<file path="src/verilog/fte_regs.svh">
`ifndef FTE_REGS_SVH
`define FTE_REGS_SVH

// ----------------------------------------------------------------
// Register addresses
// ----------------------------------------------------------------
`define FTE_ADDR_CONFIG 8'h03
`define FTE_ADDR_SCRATCH_A 8'h0d
`define FTE_ADDR_SCRATCH_B 8'h0e
`define FTE_ADDR_SCRATCH_C 8'h0f

// ----------------------------------------------------------------
// Event configuration fields
// ----------------------------------------------------------------
`define FTE_BIT_SIGNED 24
`define FTE_BIT_DELTA 23
`define FTE_BIT_NV_STATUS 22
`define FTE_BIT_NV_ENABLE 21
`define FTE_BIT_EN_Z 20
`define FTE_BIT_EN_Y 19
`define FTE_BIT_EN_X 18
`define FTE_THR_W 6
`define FTE_CFG_USED 25
`define FTE_SCRATCH_W 26
`define FTE_RESET_WORD 32'h0000_0000

// ----------------------------------------------------------------
// Timing
// ----------------------------------------------------------------
`define FTE_CLK_NS 100
`define FTE_NV_WRITE_US 10
`define FTE_NV_WRITE_CYC ((`FTE_NV_WRITE_US * 1000) / `FTE_CLK_NS)

`endif

</file>
<file path="src/verilog/fte_pkg.sv">
package fte_pkg;
    // Persistent status write sequencer
    typedef enum logic [1:0] {
        FTE_NV_IDLE,
        FTE_NV_BUSY
    } fte_nv_state_t;
endpackage : fte_pkg

</file>
<file path="src/verilog/fte_axis_cmp.sv">
`include "fte_regs.svh"

// Per-axis threshold comparison, one instance per axis
module fte_axis_cmp #(
    parameter int SAMPLE_W = 12
) (
    // Inputs
    input wire logic signed [SAMPLE_W-1:0] sample,
    input wire logic signed [SAMPLE_W-1:0] reference,
    input wire logic [`FTE_THR_W-1:0] threshold,
    input wire logic enable,
    input wire logic signed_mode,
    input wire logic delta_mode,
    // Result
    output logic hit
);
    // ----------------------------------------------------------------
    // Compare
    // ----------------------------------------------------------------
    logic signed [SAMPLE_W:0] diff; // One extra bit keeps delta exact
    logic signed [SAMPLE_W:0] thr_s; // Threshold as signed value
    logic [SAMPLE_W:0] mag; // Absolute magnitude of diff
    logic [SAMPLE_W:0] thr_u; // Threshold as magnitude

    // Threshold is 6 bits wide; signed view is two's complement
    always_comb begin
        if (delta_mode) begin
            diff = sample - reference;
        end else begin
            diff = {sample[SAMPLE_W-1], sample};
        end
        thr_u = {{(SAMPLE_W+1-`FTE_THR_W){1'b0}}, threshold};
        thr_s = {{(SAMPLE_W+1-`FTE_THR_W){threshold[`FTE_THR_W-1]}},
                 threshold};
        mag = diff[SAMPLE_W] ? -diff : diff;
        if (!enable) begin
            hit = 1'b0;
        end else if (signed_mode) begin
            // Sign of threshold picks the direction
            if (thr_s < 0) begin
                hit = diff <= thr_s;
            end else begin
                hit = diff >= thr_s;
            end
        end else begin
            hit = mag >= thr_u; // Either direction
        end
    end
endmodule : fte_axis_cmp

</file>
<file path="src/verilog/fte_event_core.sv">
`include "fte_regs.svh"

module fte_event_core #(
    parameter int SAMPLE_W = 12,
    parameter int NV_WRITE_CYC = `FTE_NV_WRITE_CYC
) (
    // Clock and reset
    input wire logic clk,
    input wire logic rst_n,
    // Register port
    input wire logic [7:0] reg_addr,
    input wire logic reg_wr,
    input wire logic [31:0] reg_wdata,
    output logic [31:0] reg_rdata,
    output logic reg_wr_ok,
    // Mode controls
    input wire logic access_enabled,
    input wire logic latch_enable,
    input wire logic event_clear,
    input wire logic duty_cycle_pin,
    // Measurement
    input wire logic sample_valid,
    input wire logic [3*SAMPLE_W-1:0] sample_xyz,
    // Status
    output logic event_out_n,
    output logic event_status,
    output logic nv_write_busy
);
    // ----------------------------------------------------------------
    // Parameter checks
    // ----------------------------------------------------------------
    // Elaboration stops on sizes the datapath cannot hold
    if (SAMPLE_W <= `FTE_THR_W || SAMPLE_W > 16) begin : g_bad_sample_w
        $error("fte_event_core: SAMPLE_W out of range");
    end
    if (NV_WRITE_CYC < 1 || NV_WRITE_CYC > 65535) begin : g_bad_nv_cyc
        $error("fte_event_core: NV_WRITE_CYC out of range");
    end

    // ----------------------------------------------------------------
    // Storage
    // ----------------------------------------------------------------
    logic [`FTE_CFG_USED-1:0] cfg_reg; // Event configuration word
    logic [`FTE_SCRATCH_W-1:0] scratch_reg [3]; // User scratch words
    logic [3*SAMPLE_W-1:0] ref_reg; // Delta reference sample
    logic ref_valid_reg; // Reference captured this visit
    logic duty_meta_reg; // Synchroniser first stage
    logic duty_sync_reg; // Synchroniser second stage
    logic hit_reg; // Current event level
    logic status_reg; // Volatile event status
    logic out_n_reg; // Event output, active low
    logic [1:0] sel_idx; // Scratch index from address
    logic sel_scratch; // Address hits a scratch word
    logic wr_cfg; // Host write to configuration
    logic nv_set; // Hardware persistent status set
    logic [2:0] axis_hit; // Per-axis comparator results
    logic any_hit; // Combined event
    logic event_rise; // New event occurrence
    fte_pkg::fte_nv_state_t nv_state_reg;
    logic [15:0] nv_cnt_reg; // Persistent write timer

    // ----------------------------------------------------------------
    // Address decode
    // ----------------------------------------------------------------
    always_comb begin
        sel_scratch = 1'b0;
        sel_idx = 2'h0;
        if (reg_addr == `FTE_ADDR_SCRATCH_A) begin
            sel_scratch = 1'b1;
            sel_idx = 2'h0;
        end else if (reg_addr == `FTE_ADDR_SCRATCH_B) begin
            sel_scratch = 1'b1;
            sel_idx = 2'h1;
        end else if (reg_addr == `FTE_ADDR_SCRATCH_C) begin
            sel_scratch = 1'b1;
            sel_idx = 2'h2;
        end
    end

    // Writes only land in access mode
    assign wr_cfg = reg_wr && access_enabled
                    && reg_addr == `FTE_ADDR_CONFIG;

    // ----------------------------------------------------------------
    // Read data and write acknowledge
    // ----------------------------------------------------------------
    // Reads never need access mode; unmapped reads return zero
    always_ff @(posedge clk) begin
        if (!rst_n) begin
            reg_rdata <= `FTE_RESET_WORD;
        end else if (reg_addr == `FTE_ADDR_CONFIG) begin
            reg_rdata <= {{(32-`FTE_CFG_USED){1'b0}}, cfg_reg};
        end else if (sel_scratch) begin
            reg_rdata <= {{(32-`FTE_SCRATCH_W){1'b0}},
                          scratch_reg[sel_idx]};
        end else begin
            reg_rdata <= `FTE_RESET_WORD;
        end
    end

    // Pulse tells the host a write was accepted
    always_ff @(posedge clk) begin
        if (!rst_n) begin
            reg_wr_ok <= 1'b0;
        end else begin
            reg_wr_ok <= reg_wr && access_enabled
                         && (sel_scratch
                             || reg_addr == `FTE_ADDR_CONFIG);
        end
    end

    // ----------------------------------------------------------------
    // Configuration word
    // ----------------------------------------------------------------
    // Reset stands in for the factory default of the stored word.
    // Hardware set of the persistent flag wins over a host write.
    always_ff @(posedge clk) begin
        if (!rst_n) begin
            cfg_reg <= `FTE_CFG_USED'(`FTE_RESET_WORD);
        end else begin
            if (wr_cfg) begin
                cfg_reg <= reg_wdata[`FTE_CFG_USED-1:0];
            end
            if (nv_set) begin
                cfg_reg[`FTE_BIT_NV_STATUS] <= 1'b1;
            end
        end
    end

    // ----------------------------------------------------------------
    // Scratch words, stored only, read by nothing but the register read path
    // ----------------------------------------------------------------
    genvar gi;
    generate
        for (gi = 0; gi < 3; gi++) begin : g_scratch
            always_ff @(posedge clk) begin
                if (!rst_n) begin
                    scratch_reg[gi] <= `FTE_SCRATCH_W'h0;
                end else if (reg_wr && access_enabled && sel_scratch
                             && sel_idx == 2'(gi)) begin
                    scratch_reg[gi] <=
                        reg_wdata[`FTE_SCRATCH_W-1:0];
                end
            end
        end
    endgenerate

    // ----------------------------------------------------------------
    // Duty-cycle mode synchroniser
    // ----------------------------------------------------------------
    always_ff @(posedge clk) begin
        if (!rst_n) begin
            duty_meta_reg <= 1'b0;
            duty_sync_reg <= 1'b0;
        end else begin
            duty_meta_reg <= duty_cycle_pin;
            duty_sync_reg <= duty_meta_reg;
        end
    end

    // ----------------------------------------------------------------
    // Delta reference capture
    // ----------------------------------------------------------------
    // First sample after entering duty cycle becomes the reference;
    // leaving the mode re-arms the capture for the next entry.
    always_ff @(posedge clk) begin
        if (!rst_n) begin
            ref_reg <= '0;
            ref_valid_reg <= 1'b0;
        end else if (!duty_sync_reg) begin
            ref_valid_reg <= 1'b0;
        end else if (sample_valid && !ref_valid_reg) begin
            ref_reg <= sample_xyz;
            ref_valid_reg <= 1'b1;
        end
    end

    // ----------------------------------------------------------------
    // Per-axis comparators
    // ----------------------------------------------------------------
    generate
        for (gi = 0; gi < 3; gi++) begin : g_axis
            fte_axis_cmp #(
                .SAMPLE_W(SAMPLE_W)
            ) u_cmp (
                .sample(sample_xyz[gi*SAMPLE_W +: SAMPLE_W]),
                .reference(ref_reg[gi*SAMPLE_W +: SAMPLE_W]),
                .threshold(cfg_reg[gi*`FTE_THR_W +: `FTE_THR_W]),
                .enable(cfg_reg[`FTE_BIT_EN_X + gi]),
                .signed_mode(cfg_reg[`FTE_BIT_SIGNED]),
                .delta_mode(cfg_reg[`FTE_BIT_DELTA]),
                .hit(axis_hit[gi])
            );
        end
    endgenerate

    // Delta comparisons need a reference in duty-cycle mode
    assign any_hit = (|axis_hit) && (!cfg_reg[`FTE_BIT_DELTA]
                     || (duty_sync_reg && ref_valid_reg));

    // ----------------------------------------------------------------
    // Event level, evaluated on each new measurement
    // ----------------------------------------------------------------
    always_ff @(posedge clk) begin
        if (!rst_n) begin
            hit_reg <= 1'b0;
        end else if (sample_valid) begin
            hit_reg <= any_hit;
        end
    end

    assign event_rise = sample_valid && any_hit && !hit_reg;

    // ----------------------------------------------------------------
    // Volatile status and output
    // ----------------------------------------------------------------
    // Latched: held until cleared; a new event beats the clear.
    always_ff @(posedge clk) begin
        if (!rst_n) begin
            status_reg <= 1'b0;
        end else if (latch_enable) begin
            if (sample_valid && any_hit) begin
                status_reg <= 1'b1;
            end else if (event_clear) begin
                status_reg <= 1'b0;
            end
        end else if (sample_valid) begin
            status_reg <= any_hit; // Follows the condition
        end
    end

    always_ff @(posedge clk) begin
        if (!rst_n) begin
            out_n_reg <= 1'b1;
        end else begin
            out_n_reg <= !status_reg;
        end
    end

    assign event_out_n = out_n_reg;
    assign event_status = status_reg;

    // ----------------------------------------------------------------
    // Persistent status write sequencer
    // ----------------------------------------------------------------
    // Models the store's write time; the flag sets at the end.
    always_ff @(posedge clk) begin
        if (!rst_n) begin
            nv_state_reg <= fte_pkg::FTE_NV_IDLE;
            nv_cnt_reg <= 16'h0;
        end else begin
            case (nv_state_reg)
                fte_pkg::FTE_NV_IDLE: begin
                    if (event_rise && cfg_reg[`FTE_BIT_NV_ENABLE]) begin
                        nv_state_reg <= fte_pkg::FTE_NV_BUSY;
                        nv_cnt_reg <= 16'(NV_WRITE_CYC - 1);
                    end
                end
                fte_pkg::FTE_NV_BUSY: begin
                    if (nv_cnt_reg == 16'h0) begin
                        nv_state_reg <= fte_pkg::FTE_NV_IDLE;
                    end else begin
                        nv_cnt_reg <= nv_cnt_reg - 16'h1;
                    end
                end
                default: begin
                    nv_state_reg <= fte_pkg::FTE_NV_IDLE;
                end
            endcase
        end
    end

    assign nv_set = nv_state_reg == fte_pkg::FTE_NV_BUSY
                    && nv_cnt_reg == 16'h0;

    always_ff @(posedge clk) begin
        if (!rst_n) begin
            nv_write_busy <= 1'b0;
        end else begin
            nv_write_busy <= (nv_state_reg == fte_pkg::FTE_NV_IDLE)
                ? (event_rise && cfg_reg[`FTE_BIT_NV_ENABLE])
                : !nv_set;
        end
    end
endmodule : fte_event_core

</file>
<file path="config.mk">
export PLATFORM = sky130hd
export DESIGN_NAME = fte_event_core
export DESIGN_NICKNAME = d
export VERILOG_FILES = /design/src/verilog/fte_pkg.sv /design/src/verilog/fte_axis_cmp.sv /design/src/verilog/fte_event_core.sv
export VERILOG_INCLUDE_DIRS = /design/src /design/src/verilog
export SDC_FILE = /design/constraint.sdc
export NUM_CORES = 1
export LEC_CHECK = 0
export BUFFER_PORTS_ARGS = -buffer_cell sky130_fd_sc_hd__buf_4
export CAP_MARGIN = 30
export CORE_UTILIZATION = 65
export DETAILED_ROUTE_END_ITERATION = 16
export PLACE_DENSITY = 0.91
export SLEW_MARGIN = 10
export SYNTH_ARGS = -nofsm -noshare
export SYNTH_HDL_FRONTEND = slang
export SYNTH_SLANG_ARGS = --single-unit
</file>
<file path="constraint.sdc">
create_clock -name clk -period 10.5 [get_ports clk]
set_clock_uncertainty 0.1 [all_clocks]
set_input_delay 0.525 -clock clk [delete_from_list [all_inputs] [get_ports clk]]
set_output_delay 0.525 -clock clk [all_outputs]
set_load 0.01 [all_outputs]
</file>
# Word level (Yosys, flattened, before mapping)
# Memory sizes are Yosys's and may differ from the RTL's.
# Index checks and enable logic that the tools add are counted.
[classes]
n_mux = 49
magnitude_cmp = 12
addsub = 7
reduce_logical = 35
bitwise_logic = 5
eq_ne = 11
[op_table]
columns = ["operator", "count"]
rows = [
  [">= comparator 13 x 6 -> 1 bit", 6],
  ["2-to-1 mux 13 bit", 6],
  ["2-to-1 mux 26 bit", 3],
  ["2-to-1 mux 25 bit", 2],
  ["less-or-equal comparator 13 x 6 -> 1 bit", 3],
  ["negation 13 bit", 3],
  ["subtractor 12 x 12 -> 13 bit", 3],
  ["2-to-1 mux 16 bit", 2],
  ["one-hot mux 16 bit (2 select lines)", 1],
  ["2-to-1 mux 1 bit", 28],
  ["== test 8 x 4 -> 1 bit (second input constant)", 3],
  ["2-to-1 mux 23 bit", 1],
  ["< comparator 6 x 1 -> 1 bit (second input constant)", 3],
  ["logical NOT 16 bit", 1],
  ["subtractor 16 x 1 -> 16 bit (second input constant)", 1],
  ["logical AND 1 bit", 14],
  ["2-to-1 mux 2 bit", 5],
  ["== test 8 x 2 -> 1 bit (second input constant)", 1],
  ["AND reduction 2 bit", 4],
  ["inequality test 2 bit (second input constant)", 3],
  ["nonzero test 2 bit", 3],
  ["OR reduction 3 bit", 2],
  ["logical NOT 1 bit", 5],
  ["== test 2 x 1 -> 1 bit (second input constant)", 2],
  ["9 further kinds", 14],
]
[totals]
out_inout_bits = 36
input_bits = 84
elab_cells = 136
memories = 1
ramBits = 78
regBits = 119
[memory_table]
columns = ["memory", "depth", "width", "read_ports", "rd_clocked_by_memory_dff", "wr", "line_no", "text"]
rows = [
  ["scratch_reg", 3, 26, 1, 0, 3, "fte_event_core.sv:44", "logic [`FTE_SCRATCH_W-1:0] scratch_reg [3];"],
]

# Logic depth before layout (Yosys ltp)
[depth]
word_depth = 14
ltp_mapped = 25
ltp_nobuf = 23

# Hierarchy
# From an unflattened synthesis, not the netlist that was laid out.
[unflattened]
hier_cells = 1378
hier_area_um2 = 12515.8
[modules_own_cells]
columns = ["mod", "area_per_inst_um2", "cells_each", "seq_area_each_um2", "n_inst"]
rows = [
  ["fte_event_core", 7493.4, 675, 4584.4, 1],
  ["fte_axis_cmp (g_axis[1].u_cmp)", 1771.7, 242, 0.0, 1],
  ["fte_axis_cmp (g_axis[2].u_cmp)", 1667.8, 230, 0.0, 1],
  ["fte_axis_cmp (g_axis[0].u_cmp)", 1582.8, 231, 0.0, 1],
]

# Worst setup path before layout
# Ideal clock, no wire load.
[synth_path]
path_type = "input to register"
startpoint = "input sample_xyz[24]"
endpoint = "register nv_cnt_reg[2]"
path_stages = 23
setup_ns = 0.116
required_time_ns = 10.284
n_path_buf = 2
t_arrival_ns = 4.963
slack_ns = 5.321
path_cell_list = "inv_1 ha_1 inv_1 fa_1 a211oi_2 o31a_2 o21ai_2 a221oi_1 clkbuf_8 o21ai_0 ha_1 a21o_1 a21o_1 a21o_1 a21oi_1 nor2b_1 a2111oi_0 o21ai_0 o311a_1 o31ai_4 o21ai_4 buf_6 a31o_2"
[synth_via]
elab_chain_len = 14
word_cells_on_any_way = 17
classes_between = "2 x add/sub; 3 x order compare; 1 x eq/ne; 5 x mux; 6 x reduce/logical"
[synth_rtl]
columns = ["element", "line_no", "text"]
rows = [
  ["from (decl)", "fte_event_core.sv:23", "input wire logic [3*SAMPLE_W-1:0] sample_xyz,"],
  ["subtractor 12 x 12 -> 13 bit", "fte_axis_cmp.sv:28", "diff = sample - reference;"],
  ["2-to-1 mux 13 bit (*)", "fte_axis_cmp.sv:27", "if (delta_mode) begin"],
  ["negation 13 bit", "fte_axis_cmp.sv:35", "mag = diff[SAMPLE_W] ? -diff : diff;"],
  ["2-to-1 mux 13 bit", "fte_axis_cmp.sv:35", ""],
  [">= comparator 13 x 6 -> 1 bit", "fte_axis_cmp.sv:46", "hit = mag >= thr_u;"],
  ["2-to-1 mux 1 bit (*)", "fte_axis_cmp.sv:38", "end else if (signed_mode) begin"],
  ["2-to-1 mux 1 bit (*)", "fte_axis_cmp.sv:36", "if (!enable) begin"],
  ["OR reduction 3 bit (*)", "fte_event_core.sv:198", "assign any_hit = (|axis_hit) && (!cfg_reg[`FTE_BIT_DELTA]"],
  ["logical AND 1 bit (*)", "fte_event_core.sv:198", ""],
  ["logical AND 1 bit (*) (2 in a row)", "fte_event_core.sv:212", "assign event_rise = sample_valid && any_hit && !hit_reg;"],
  ["logical AND 1 bit (*)", "fte_event_core.sv:254", "if (event_rise && cfg_reg[`FTE_BIT_NV_ENABLE]) begin"],
  ["inequality test 2 bit (no line) (*)", "--", ""],
  ["AND reduction 3 bit (no line) (*)", "--", ""],
  ["to (signal assigned)", "fte_event_core.sv:256", "nv_cnt_reg <= 16'(NV_WRITE_CYC - 1);"],
  ["to (signal assigned)", "fte_event_core.sv:263", "nv_cnt_reg <= nv_cnt_reg - 16'h1;"],
  ["to (decl)", "fte_event_core.sv:60", "logic [15:0] nv_cnt_reg;"],
]
# Every way passes the cells marked *; elsewhere a longest branch is shown, timed or not.
# A chain may end at the register's enable or synchronous reset.

# Worst setup path after layout
[layout_path]
startpoint = "register cfg_reg[23]"
endpoint = "register nv_cnt_reg[2]"
[layout_via]
elab_chain_len = 13
word_cells_on_any_way = 36
classes_between = "3 x add/sub; 9 x order compare; 1 x eq/ne; 15 x mux; 8 x reduce/logical"
[layout_rtl]
columns = ["element", "line_no", "text"]
rows = [
  ["from (decl)", "fte_event_core.sv:43", "logic [`FTE_CFG_USED-1:0] cfg_reg;"],
  ["from (signal assigned)", "fte_event_core.sv:119", "cfg_reg <= `FTE_CFG_USED'(`FTE_RESET_WORD);"],
  ["from (signal assigned)", "fte_event_core.sv:122", "cfg_reg <= reg_wdata[`FTE_CFG_USED-1:0];"],
  ["2-to-1 mux 13 bit", "fte_axis_cmp.sv:27", ""],
  ["negation 13 bit", "fte_axis_cmp.sv:35", ""],
  ["2-to-1 mux 13 bit", "fte_axis_cmp.sv:35", ""],
  [">= comparator 13 x 6 -> 1 bit", "fte_axis_cmp.sv:46", ""],
  ["2-to-1 mux 1 bit", "fte_axis_cmp.sv:38", ""],
  ["2-to-1 mux 1 bit", "fte_axis_cmp.sv:36", ""],
  ["OR reduction 3 bit", "fte_event_core.sv:198", ""],
  ["logical AND 1 bit (*)", "fte_event_core.sv:198", ""],
  ["logical AND 1 bit (*) (2 in a row)", "fte_event_core.sv:212", ""],
  ["logical AND 1 bit (*)", "fte_event_core.sv:254", ""],
  ["inequality test 2 bit (no line) (*)", "--", ""],
  ["AND reduction 3 bit (no line) (*)", "--", ""],
]
# Marked as above.

==> results.json <==
{
  "path_max_fanout": 75,
  "p_comb_share_pct": 14.3,
  "seqPwrFrac_pct": 47.4,
  "internal_power_uw": 1220,
  "ant_nets": 0,
  "final-seq-area_mm2": 0.00459,
  "cts_max_level": 4,
  "hold_buffers": 0,
  "dieArea_mm2": 0.0194,
  "ys_seq_elements": 190,
  "rsz0062_at_grt": "false",
  "p_leak_uw": 0.00527,
  "multi_input_area_mm2": 0.00703,
  "routed_wl_um": 31900,
  "critPathSlowestCell": "buf_4",
  "fmaxAchievable_mhz": 177,
  "netlist_instances": 1398,
  "place_ws_ps": 4810,
  "largest_reg_flops": 78,
  "grt_overflow": 0,
  "cts_made_buffers": 17,
  "crit_path_cell_trace": "buf_4, inv_2, nor3_1, o21ai_0, nor3b_1, inv_1, ha_1, a21o_1, a211o_1, a2111oi_0, nor4_1, or3_2, o311a_1, o31ai_4, o21ai_2, a211oi_1, a31o_2",
  "syn2layout_area_growth_pct": 12.8,
  "die_h_um": 139,
  "slowest_delay_ps": 640,
  "first_iter_violations": 960,
  "ctsResizeCount": 0,
  "power_density_mw_per_mm2": 121,
  "crit_required_ps": 10790,
  "core.rowCount": 49,
  "drt_pre_antenna_iters": 7,
  "setup_viol": 0,
  "num_vias": 10900,
  "synthMuxAreaShare_pct": 3.78,
  "fin_crit_sh_pct": 53.9,
  "start_util_pct": 67.3,
  "cp_data_arrival_time_ps": 5950,
  "clock_sinks": 190,
  "startpoint_type": "flip-flop",
  "ys_seq_area_share_pct": 37.4,
  "grtUsageTotal_pct": 32.6,
  "crit_type": "reg -> reg",
  "yosys_warnings": 0,
  "critPathCaptureType": "flip-flop",
  "synthAdderAreaFrac_pct": 10.1,
  "path_clk_slew_ps": 70,
  "postSynthAreaPerCell_um2": 8.76,
  "netlist_area_mm2": 0.0123,
  "worstReg2RegStart": "cfg_reg[23]",
  "hold_path.class": "in -> reg",
  "async_flop_share_pct": 0,
  "synth_top_family_by_area": "simple AND/OR/NAND/NOR gates",
  "boundaryPins": 120,
  "peakVddDrop_mv": 0.124,
  "swShare_pct": 26.9,
  "drcViolationCount": 0,
  "avgRoutedWirePerCell_um": 18.6,
  "cts_tree": "yes",
  "worst_slew_pin_slew_ps": 1040,
  "synth_cell_types": 90,
  "post_cts_buffers": 0,
  "grt_pass1_wl_um": 51300,
  "synth_flop_cell": "dfxtp_1",
  "power.switching_uw": 450,
  "io_buffers": 107,
  "post-dp-hpwl_um": 20700,
  "hold_viol_final": 0,
  "core_mm2": 0.0182,
  "via_per_inst": 6.36,
  "min_period_ps": 5660,
  "status": "finished, final reports clean",
  "drive_gt1_share_pct": 15.6,
  "drv_slew": 0,
  "grt_max_degree": 95,
  "root_buffer": "clkbuf_16",
  "pwr-share-clk_pct": 38.3,
  "dieWidth_um": 139,
  "antenna_found_initial": 0,
  "synth_simple_gate_area_share_pct": 21.9,
  "holdCritStartpoint": "duty_cycle_pin",
  "clock_latency_ps": 440,
  "synth_compound_gate_area_share_pct": 18.8,
  "place.gp.congestion": 0.912,
  "fin_ws_ps": 4840,
  "critPathTopFamily": "compound AO/OA/AOI/OAI gates",
  "fillers": 1208,
  "antenna_cells": 0,
  "crit_start": "cfg_reg[23]",
  "cap_violations": 0,
  "final.setup.tns_ps": 0,
  "cts_buffer_depth": 2,
  "grt_pass1_vias": 10600,
  "relSlewSlack_pct": 30.7,
  "synthXorXnorAreaFrac_pct": 2.22,
  "cp_num_buf_inv": 3,
  "synth_edf_count": 78,
  "nets": 1659
}
==> placed cells by master, fill, tap and decap left out, types with 8 or more instances in the layout <==
cell | Yosys | layout
and2_1 | 83 | 83
a22oi_1 | 27 | 27
ha_1 | 94 | 94
nor2_1 | 99 | 96
nand3_1 | 20 | 20
dfxtp_1 | 112 | 111
mux2_2 | 34 | 34
xnor2_1 | 24 | 24
nand2_1 | 186 | 186
nand2b_1 | 14 | 14
nand3b_1 | 10 | 10
buf_4 | 7 | 115
or3_1 | 9 | 9
a31oi_1 | 13 | 13
nand4_1 | 15 | 15
nor2b_1 | 27 | 27
clkbuf_16 | 0 | 17
and3_1 | 10 | 10
a21o_1 | 14 | 14
o21a_1 | 13 | 13
inv_1 | 90 | 89
mux2i_1 | 8 | 8
nor3_1 | 23 | 23
a211oi_1 | 10 | 10
edfxtp_1 | 78 | 78
a21oi_1 | 134 | 134
o21ai_0 | 42 | 39
==> final timing paths <==
path                    to  cells past startpoint  slack (ps)
max          nv_cnt_reg[2]                     17        4840
min          duty_meta_reg                      2         230
max reg2reg  nv_cnt_reg[2]                     17        4840
min reg2reg    event_out_n                      1         340
==> per-layer routing <==
| metal | up-vias | GRT usage (%) | share of wire (%) |
|---|---|---|---|
| met2 | 545 | 57.4 | 50 |
| met3 | 80 | 5.33 | 8.0 |
| met4 | 0 | 13.4 | 2.5 |
| met1 | 5174 | 39.5 | 39 |
| met5 | - | 0 | 0 |
| li1 | 5140 | - | - |
==> per-stage QoR <==
stage,utilization [%],hold slack [ps],instance area (um2),instances,total power [uW]
final,75.9,230,13800,1720,1670
after floorplan,-,312,12300,1403,963
after detailed placement,72.3,301,13200,1683,1040
after CTS,75.4,228,13700,1715,1660
after global routing,75.9,233,13800,1720,1720
after global placement,72.0,280,13100,1681,1030
==> worst reg2reg max path, cell delays in order, from the launching register on <==
cell,delay (ps)
dfxtp_2,460
buf_4,650
inv_2,470
nor3_1,270
o21ai_0,90
nor3b_1,190
inv_1,110
ha_1,240
a21o_1,180
a211o_1,310
a2111oi_0,630
nor4_1,150
or3_2,470
o311a_1,170
o31ai_4,430
o21ai_2,260
a211oi_1,290
a31o_2,130
==> cell type report <==
cell class	count	share of cell area [%]
clock inverters	13	0.950
multi-input cells	1055	50.9
clock buffers	19	3.13
repair buffers	122	7.28
well taps	229	2.07
inverters	92	2.50
flip-flops and latches	190	33.2
==> kinds of logic after synthesis <==
group           after synthesis
xor+xnor                     31
compound gates              344
flops                       190
other cells                   1
simple gates                535
fa+ha+maj                    97
mux                          42
buf+inv                     158
==> Yosys cell counts (7+ instances only) <==
cell type	instances	area (um2)
ha_1	94	1180
a31oi_1	13	81.3
mux2i_1	8	80.1
dfxtp_1	112	2240
xor2_1	7	61.3
a22oi_1	27	203
a211oi_1	10	75.1
and3_1	10	62.6
nand3_1	20	100
o211a_1	7	70.1
clkbuf_1	41	154
and2_1	83	519
nand2_1	186	698
inv_1	90	338
o21ai_0	42	210
mux2_2	34	383
nand2b_1	14	87.6
nand3b_1	10	75.1
o211ai_1	7	52.6
o21a_1	13	97.6
xnor2_1	24	210
nor3_1	23	115
buf_4	7	52.6
nor2b_1	27	169
nand4_1	15	93.8
a21o_1	14	105
or3_1	9	56.3
edfxtp_1	78	2340
a21oi_1	134	671
nor2_1	99	372
==> power by group through the flow <==
stage / logic, uW / registers (uW) / clock network (uW)
after floorplan: 156 / 807 / 0
after global placement: 219 / 806 / 0
after detailed placement: 227 / 808 / 0
after CTS: 231 / 791 / 638
after global routing: 263 / 793 / 668
final: 238 / 792 / 639
No activity file was read; power rests on OpenSTA's default activity.
